[config.mk]
export PLATFORM = sky130hd
export DESIGN_NAME = adcsq_seq_ctrl
export DESIGN_NICKNAME = d
export VERILOG_FILES = /design/src/adcsq_chan_decode.v /design/src/adcsq_len_decode.v /design/src/adcsq_seq_ctrl.v
export VERILOG_INCLUDE_DIRS = /design/src /design/src/src
export SDC_FILE = /design/constraint.sdc
export NUM_CORES = 1
export LEC_CHECK = 0
export ABC_AREA = 0
export BUFFER_PORTS_ARGS = -buffer_cell sky130_fd_sc_hd__buf_2
export CAP_MARGIN = 20
export CORE_ASPECT_RATIO = 1.4
export CORE_MARGIN = 2
export CORE_UTILIZATION = 50
export CTS_BUF_LIST = sky130_fd_sc_hd__clkbuf_8
export CTS_CLUSTER_DIAMETER = 30
export DETAILED_ROUTE_END_ITERATION = 8
export PLACE_DENSITY = 0.82
export SLEW_MARGIN = 30
export SYNTH_ARGS = -nofsm -noshare
export SYNTH_HDL_FRONTEND = slang
export SYNTH_HIERARCHICAL = 1
export SYNTH_SLANG_ARGS = --single-unit
[constraint.sdc]
create_clock -name mclk -period 4.2 [get_ports mclk]
set_input_delay 0.21 -clock mclk [delete_from_list [all_inputs] [get_ports mclk]]
set_output_delay 0.21 -clock mclk [all_outputs]
set_load 0.02 [all_outputs]
[src/adcsq_defines.vh]
// Purpose: constants of the conversion-sequence controller
// Assumes: 32-bit apb data, one aligned word per register
// Notes: offsets are byte addresses
`ifndef ADCSQ_DEFINES_VH
`define ADCSQ_DEFINES_VH

// -----------------------------------------------------------------------
// register offsets
// -----------------------------------------------------------------------
`define ADCSQ_OFS_CTRL4 12'h000
`define ADCSQ_OFS_CTRL5 12'h004
`define ADCSQ_OFS_STAT 12'h008
`define ADCSQ_OFS_IRQ_STAT 12'h00c
`define ADCSQ_OFS_IRQ_MASK 12'h010
`define ADCSQ_OFS_RESULT0 12'h020

// -----------------------------------------------------------------------
// control five field positions
// -----------------------------------------------------------------------
`define ADCSQ_C5_LEN8 6
`define ADCSQ_C5_SCAN 5
`define ADCSQ_C5_SWEEP 4
`define ADCSQ_C5_SPEC 3
`define ADCSQ_C5_SEL_HI 2
`define ADCSQ_C5_SEL_LO 0
// control four: only the one-length bit is kept here
`define ADCSQ_C4_LEN1 0

// -----------------------------------------------------------------------
// reset values
// -----------------------------------------------------------------------
`define ADCSQ_CTRL4_RST 8'h00
`define ADCSQ_CTRL5_RST 8'h00
`define ADCSQ_MASK_RST 2'h0

// -----------------------------------------------------------------------
// interrupt status bits
// -----------------------------------------------------------------------
`define ADCSQ_IRQ_SEQ 0
`define ADCSQ_IRQ_CONV 1

// -----------------------------------------------------------------------
// special source codes and expected 8-bit results
// -----------------------------------------------------------------------
`define ADCSQ_SPEC_HIGH 3'h4
`define ADCSQ_SPEC_LOW 3'h5
`define ADCSQ_SPEC_MID 3'h6
`define ADCSQ_EXP_HIGH 8'hff
`define ADCSQ_EXP_LOW 8'h00
`define ADCSQ_EXP_MID 8'h7f

// -----------------------------------------------------------------------
// sequence lengths minus one
// -----------------------------------------------------------------------
`define ADCSQ_LAST_ONE 3'h0
`define ADCSQ_LAST_FOUR 3'h3
`define ADCSQ_LAST_EIGHT 3'h7

`endif

[src/adcsq_chan_decode.v]
// Purpose: channel code for one sequence position
// Assumes: position counter counts from zero
// Notes: special codes with top bit low or 111 are reserved
`timescale 1ns/1ns
`include "adcsq_defines.vh"

module adcsq_chan_decode (
  // settings
  input wire channel_sweep_bit,
  input wire special_source_bit,
  input wire [2:0] start_code,
  input wire [2:0] pos,
  // decoded channel
  output wire [2:0] chan_code,
  output wire [7:0] ext_onehot,
  output wire spec_high,
  output wire spec_low,
  output wire spec_mid,
  output wire spec_reserved
);

  // 3-bit add wraps 111 to 000 by itself
  assign chan_code = channel_sweep_bit ? start_code + pos : start_code;
  assign ext_onehot = special_source_bit ? 8'h00 : (8'h01 << chan_code);
  assign spec_high = special_source_bit && chan_code == `ADCSQ_SPEC_HIGH;
  assign spec_low = special_source_bit && chan_code == `ADCSQ_SPEC_LOW;
  assign spec_mid = special_source_bit && chan_code == `ADCSQ_SPEC_MID;
  assign spec_reserved = special_source_bit &&
    !(spec_high || spec_low || spec_mid);

endmodule

[src/adcsq_len_decode.v]
// Purpose: sequence length decode
// Assumes: eight-length bit wins over one-length bit
// Notes: gives the last position index of a sequence
`timescale 1ns/1ns
`include "adcsq_defines.vh"

module adcsq_len_decode (
  // length bits
  input wire length_eight_bit,
  input wire length_one_bit,
  // last position
  output reg [2:0] last_pos
);

  always @* begin
    if (length_eight_bit) begin
      last_pos = `ADCSQ_LAST_EIGHT;
    end else if (length_one_bit) begin
      last_pos = `ADCSQ_LAST_ONE;
    end else begin
      last_pos = `ADCSQ_LAST_FOUR;
    end
  end

endmodule

[src/adcsq_seq_ctrl.v]
// Purpose: conversion-sequence controller with apb registers
// Assumes: converter answers each start with one conv_done pulse
// Notes: results stored 8-bit; read of irq status clears it
//
// The APB interface to the registers and the address map are this design's own decisions.
`timescale 1ns/1ns
`include "adcsq_defines.vh"

module adcsq_seq_ctrl (
  // clock and reset
  input wire mclk,
  input wire rst,
  // apb slave
  input wire psel,
  input wire penable,
  input wire pwrite,
  input wire [11:0] paddr,
  input wire [31:0] pwdata,
  output reg [31:0] prdata,
  output wire pready,
  output wire pslverr,
  // converter side
  output reg conv_start,
  output reg [2:0] conv_chan,
  output reg conv_special,
  output reg conv_abort,
  input wire conv_done,
  input wire [7:0] conv_data,
  // interrupt
  output wire irq
);

  // -----------------------------------------------------------------------
  // states
  // -----------------------------------------------------------------------
  localparam ST_IDLE = 2'd0;
  localparam ST_START = 2'd1;
  localparam ST_WAIT = 2'd2;

  reg [1:0] state_r;
  reg [1:0] state_nxt;
  reg [7:0] ctrl4_r;
  reg [7:0] ctrl5_r;
  reg [2:0] pos_r;
  reg [2:0] pos_nxt;
  reg seq_done_r;
  reg [7:0] conv_flags_r;
  reg [1:0] irq_stat_r;
  reg [1:0] irq_mask_r;
  reg [7:0] result_r [0:7];
  reg seq_done_nxt;
  reg [7:0] conv_flags_nxt;
  reg [1:0] irq_stat_nxt;
  reg [31:0] rd_mux;
  integer i;

  wire wr_en;
  wire rd_en;
  wire rd_setup;
  wire ctrl_wr;
  wire sel_ctrl4;
  wire sel_ctrl5;
  wire sel_stat;
  wire sel_irq_stat;
  wire sel_irq_mask;
  wire sel_result;
  wire sel_any;
  wire [2:0] last_pos;
  wire [2:0] chan_code;
  wire spec_high;
  wire spec_low;
  wire spec_mid;
  wire spec_reserved;
  wire seq_end;
  wire conv_hit;
  wire conv_evt;
  wire seq_evt;
  wire [7:0] store_data;
  wire [31:0] stat_word;
  wire irq_stat_rd;

  // -----------------------------------------------------------------------
  // apb decode
  // -----------------------------------------------------------------------
  assign sel_ctrl4 = paddr == `ADCSQ_OFS_CTRL4;
  assign sel_ctrl5 = paddr == `ADCSQ_OFS_CTRL5;
  assign sel_stat = paddr == `ADCSQ_OFS_STAT;
  assign sel_irq_stat = paddr == `ADCSQ_OFS_IRQ_STAT;
  assign sel_irq_mask = paddr == `ADCSQ_OFS_IRQ_MASK;
  // eight aligned result words from the first result offset on
  assign sel_result = {paddr[11:5], 5'h00} == `ADCSQ_OFS_RESULT0 &&
    paddr[1:0] == 2'b00;
  assign sel_any = sel_ctrl4 || sel_ctrl5 || sel_stat || sel_irq_stat ||
    sel_irq_mask || sel_result;

  // zero wait states: every access ends in its first access cycle
  assign pready = 1'b1;
  assign wr_en = psel && penable && pwrite;
  assign rd_en = psel && penable && !pwrite;
  assign rd_setup = psel && !penable && !pwrite;
  assign ctrl_wr = wr_en && (sel_ctrl4 || sel_ctrl5);
  // unmapped access: write dropped, read gives zero
  assign pslverr = psel && penable && !sel_any;
  assign irq_stat_rd = rd_en && sel_irq_stat;

  // -----------------------------------------------------------------------
  // decoders
  // -----------------------------------------------------------------------
  adcsq_len_decode u_len (
    .length_eight_bit(ctrl5_r[`ADCSQ_C5_LEN8]),
    .length_one_bit(ctrl4_r[`ADCSQ_C4_LEN1]),
    .last_pos(last_pos)
  );

  adcsq_chan_decode u_chan (
    .channel_sweep_bit(ctrl5_r[`ADCSQ_C5_SWEEP]),
    .special_source_bit(ctrl5_r[`ADCSQ_C5_SPEC]),
    .start_code(ctrl5_r[`ADCSQ_C5_SEL_HI:`ADCSQ_C5_SEL_LO]),
    .pos(pos_r),
    .chan_code(chan_code),
    .ext_onehot(),
    .spec_high(spec_high),
    .spec_low(spec_low),
    .spec_mid(spec_mid),
    .spec_reserved(spec_reserved)
  );

  // -----------------------------------------------------------------------
  // sequencer
  // -----------------------------------------------------------------------
  assign conv_hit = state_r == ST_WAIT && conv_done;
  assign seq_end = conv_hit && pos_r == last_pos;

  always @* begin
    state_nxt = state_r;
    pos_nxt = pos_r;
    case (state_r)
      ST_IDLE: begin
        pos_nxt = 3'h0;
      end
      ST_START: begin
        state_nxt = ST_WAIT;
      end
      ST_WAIT: begin
        if (conv_done) begin
          state_nxt = ST_START;
          pos_nxt = pos_r + 3'h1;
          if (pos_r == last_pos) begin
            pos_nxt = 3'h0;
            if (!ctrl5_r[`ADCSQ_C5_SCAN]) begin
              state_nxt = ST_IDLE;
            end  // else repeat with same settings
          end
        end
      end
      default: begin
        state_nxt = ST_IDLE;
        pos_nxt = 3'h0;
      end
    endcase
    if (ctrl_wr) begin
      state_nxt = ST_START;
      pos_nxt = 3'h0;
    end
  end

  always @(posedge mclk or posedge rst) begin
    if (rst) begin
      state_r <= ST_IDLE;
      pos_r <= 3'h0;
    end else begin
      state_r <= state_nxt;
      pos_r <= pos_nxt;
    end
  end

  // -----------------------------------------------------------------------
  // control registers
  // -----------------------------------------------------------------------
  always @(posedge mclk or posedge rst) begin
    if (rst) begin
      ctrl4_r <= `ADCSQ_CTRL4_RST;
      ctrl5_r <= `ADCSQ_CTRL5_RST;
    end else begin
      if (wr_en && sel_ctrl4) begin
        ctrl4_r <= pwdata[7:0];
      end
      if (wr_en && sel_ctrl5) begin
        ctrl5_r <= pwdata[7:0];
      end
    end
  end

  // -----------------------------------------------------------------------
  // converter strobes
  // -----------------------------------------------------------------------
  // a control write in the start state cancels that start, so start and
  // abort never leave together and the channel moves only with a start
  always @(posedge mclk or posedge rst) begin
    if (rst) begin
      conv_start <= 1'b0;
      conv_chan <= 3'h0;
      conv_special <= 1'b0;
      conv_abort <= 1'b0;
    end else begin
      // abort any conversion still running on a control write
      conv_abort <= ctrl_wr && state_r != ST_IDLE;
      conv_start <= state_r == ST_START && !ctrl_wr;
      if (state_r == ST_START && !ctrl_wr) begin
        conv_chan <= chan_code;
        conv_special <= ctrl5_r[`ADCSQ_C5_SPEC];
      end
    end
  end

  // -----------------------------------------------------------------------
  // results and flags
  // -----------------------------------------------------------------------
  // a done that meets a control write belongs to the aborted sequence
  assign conv_evt = conv_hit && !ctrl_wr;
  assign seq_evt = seq_end && !ctrl_wr;

  // special sources get their fixed code; reserved codes store zero
  assign store_data = spec_high ? `ADCSQ_EXP_HIGH :
    spec_low ? `ADCSQ_EXP_LOW :
    spec_mid ? `ADCSQ_EXP_MID :
    spec_reserved ? 8'h00 : conv_data;

  always @* begin
    seq_done_nxt = seq_done_r;
    conv_flags_nxt = conv_flags_r;
    if (ctrl_wr) begin
      seq_done_nxt = 1'b0;
      conv_flags_nxt = 8'h00;
    end else begin
      if (seq_evt) begin
        seq_done_nxt = 1'b1;
      end
      if (conv_evt) begin
        conv_flags_nxt[pos_r] = 1'b1;
      end
    end
  end

  always @(posedge mclk or posedge rst) begin
    if (rst) begin
      seq_done_r <= 1'b0;
      conv_flags_r <= 8'h00;
      for (i = 0; i < 8; i = i + 1) begin
        result_r[i] <= 8'h00;
      end
    end else begin
      seq_done_r <= seq_done_nxt;
      conv_flags_r <= conv_flags_nxt;
      if (conv_evt) begin
        result_r[pos_r] <= store_data;
      end
    end
  end

  // -----------------------------------------------------------------------
  // interrupt status: set wins over read-clear
  // -----------------------------------------------------------------------
  // a read clears only the bits it reported at its setup edge, so an
  // event landing between setup and access stays pending
  always @* begin
    irq_stat_nxt = irq_stat_r;
    if (irq_stat_rd) begin
      irq_stat_nxt = irq_stat_r & ~prdata[1:0];
    end
    if (seq_evt) begin
      irq_stat_nxt[`ADCSQ_IRQ_SEQ] = 1'b1;
    end
    if (conv_evt) begin
      irq_stat_nxt[`ADCSQ_IRQ_CONV] = 1'b1;
    end
  end

  always @(posedge mclk or posedge rst) begin
    if (rst) begin
      irq_stat_r <= 2'h0;
      irq_mask_r <= `ADCSQ_MASK_RST;
    end else begin
      irq_stat_r <= irq_stat_nxt;
      if (wr_en && sel_irq_mask) begin
        irq_mask_r <= pwdata[1:0];
      end
    end
  end

  assign irq = |(irq_stat_r & irq_mask_r);

  // -----------------------------------------------------------------------
  // read data
  // -----------------------------------------------------------------------
  assign stat_word = {5'h00, pos_r, conv_flags_r, 7'h00, seq_done_r, 6'h00,
    state_r};

  always @* begin
    rd_mux = 32'h00000000;
    if (sel_ctrl4) begin
      rd_mux = {24'h000000, ctrl4_r};
    end else if (sel_ctrl5) begin
      rd_mux = {24'h000000, ctrl5_r};
    end else if (sel_stat) begin
      rd_mux = stat_word;
    end else if (sel_irq_stat) begin
      rd_mux = {30'h00000000, irq_stat_r};
    end else if (sel_irq_mask) begin
      rd_mux = {30'h00000000, irq_mask_r};
    end else if (sel_result) begin
      rd_mux = {24'h000000, result_r[paddr[4:2]]};
    end
  end

  // loaded at the setup edge, stands through the access phase
  always @(posedge mclk or posedge rst) begin
    if (rst) begin
      prdata <= 32'h00000000;
    end else if (rd_setup) begin
      prdata <= rd_mux;
    end
  end

endmodule
==> results.sh <==
export IMPL_status="completed"
export IMPL_tightest_slew_ps=879
export IMPL_required_ps=4570
export IMPL_h_tree_depth=4
export IMPL_clock_latency_ps=440
export IMPL_drt_pass1_iter_count=5
export IMPL_cts_root_buf="clkbuf_8"
export IMPL_core_area_sq_um=12200
export IMPL_finalCritPeriodShare_pct=74.7
export IMPL_setup_viol=0
export IMPL_vias_per_cell=6.01
export IMPL_regToRegSetupSlack_ps=1060
export IMPL_crit_path_end_kind="register"
export IMPL_wl_per_cell_um=19.8
export IMPL_worst_path_buf_inv=2
export IMPL_skew_ps=10.8
export IMPL_ant_nets=0
export IMPL_worst_path_max_fanout=8
export IMPL_antenna_found_initial=0
export IMPL_syn_area_per_cell_sq_um=12.8
export IMPL_post_cts_buffers=0
export IMPL_worst_path_max_delay_cell="dfrtp_1"
export IMPL_areaGrowthSynthToFinish_pct=11.7
export IMPL_slew_viol_final=0
export IMPL_path_cells="ha_1, inv_1, fa_1, nor2b_1, or2_1, a311o_1, inv_1, a21oi_1, o21bai_1, mux2_2"
export IMPL_cp_top_family="compound AO/OA/AOI/OAI gates"
export IMPL_num_vias=4185
export IMPL_dpl_hpwl_mm=9.41
export IMPL_numCtsBuffers=17
export IMPL_hold_viol=0
export IMPL_crit_type="reg -> reg"
export IMPL_yosys_warnings=6
export IMPL_met3_usage_pct=4.75
export IMPL_synthCells=480
export IMPL_clkTransAtPathRegs_ps=80
export IMPL_numClockSinks=124
export IMPL_cts_resized=0
export IMPL_cts_tree="built"
export IMPL_p_per_area_nw_per_um2=381
export IMPL_cp_start_kind="register"
export IMPL_gp_congestion=0.863
export IMPL_cts_hold_buf=0
export IMPL_io_pin_count=99
export IMPL_final_cell_mix="dfrtp_1, mux2_2, buf_2, nor2_1, a21oi_1"
export IMPL_grt_ovfl_total=0
export IMPL_grt_start_max_net_pins=87
export IMPL_use_met2_pct=39.2
export IMPL_clock_fmax_mhz=319
export IMPL_antenna_cells=0
export IMPL_fin_nets=595
export IMPL_die_width_um=97.8
export IMPL_holdWs_ps=29.4
export IMPL_cts_buffer_depth=2
export IMPL_p_leak_nw=3.32
export IMPL_drc=0
export IMPL_first_global_vias=4370
export IMPL_peakVddDrop_uv=218
export IMPL_placementRows=48
export IMPL_wl_mm=13.8
export IMPL_pre_cts_ws_ps=1070
export IMPL_layout_commonest_cell="dfrtp_1"
export IMPL_start_util_pct=50.5
export IMPL_fin_setup_tns_ps=0
export IMPL_fillCellCount=992
export IMPL_drtIter0Drc=285
export IMPL_grtUsageTotal_pct=21.8
export IMPL_cp_common_cell="inv_1"
export IMPL_grt_busiest_layer="met2"
export IMPL_die_area_sq_um=13200
export IMPL_cp_arrival_ps=3510
export IMPL_port_buffers=61
export IMPL_synthesis_area_sq_um=6160
export IMPL_slew_headroom_pct=41.3
export IMPL_grt_pass1_wl_mm=22.3
export IMPL_die_height_um=135
export IMPL_period_minus_slack_ps=3140
export IMPL_rsz0062_at_grt="no"
export IMPL_fin_ws_ps=1060
export IMPL_hold_path_class="in -> reg"
export IMPL_drv_cap=0
export IMPL_critPathMaxStageDelay_ps=530
export IMPL_drive_gt1_share_pct=38.5
export IMPL_met1_usage_pct=24.6
## cell type report
class                           count  area, sq um  area share [%]
Timing Repair Buffer               64          333            4.84
Clock buffer                       18          248            3.60
Clock inverter                     13          144            2.09
Multi-Input combinational cell    316         2820            41.0
Sequential cell                   124         3100            45.1
Tap cell                          150          188            2.73
Inverter                           11         46.3           0.673
## routing by layer
metal,wire [um],part of all wire [%]
met1,5210,38
met2,7540,55
met3,683,5.0
met4,331,2.4
met5,0,0
## state kept, by name (all words and copies together), names as in the netlist
| name | flops |
|---|---|
| prdata | 20 |
| conv_start | 1 |
| conv_chan | 3 |
| pos_r | 3 |
| ctrl4_r | 8 |
| conv_flags_r | 8 |
| result_r | 64 |
| conv_special | 1 |
| conv_abort | 1 |
| irq_stat_r | 2 |
| state_r | 2 |
| seq_done_r | 1 |
| ctrl5_r | 8 |
| irq_mask_r | 2 |
## stage by stage
| step | std cells | area (sq um) | utilization, % | total power [mW] |
|---|---|---|---|---|
| global placement | 664 | 6470 | 53.1 | 1.59 |
| finish | 696 | 6880 | 56.4 | 2.62 |
| CTS | 695 | 6870 | 56.3 | 2.64 |
| floorplan | 491 | 6200 | - | 1.53 |
| global route | 696 | 6880 | 56.4 | 2.73 |
| detailed placement | 664 | 6470 | 53.1 | 1.61 |
## worst paths after layout
path	from	to	cells past startpoint
hold / removal	pwdata[3]	ctrl4_r[3]	2
hold reg to reg	prdata[26]	prdata[26]	1
max in group asynchronous	rst	result_r[35]	4
setup / recovery	pos_r[0]	result_r[34]	10
min in group asynchronous	rst	result_r[25]	3
setup reg to reg	pos_r[0]	result_r[34]	10
## power by group
part	total, mW	leakage [nW]	internal, mW	switching [mW]
Sequential	1.31	1.69	1.27	0.0447
Clock	1.03	0.176	0.541	0.492
Combinational	0.276	1.45	0.126	0.150
No activity file was read; power rests on OpenSTA's default activity.
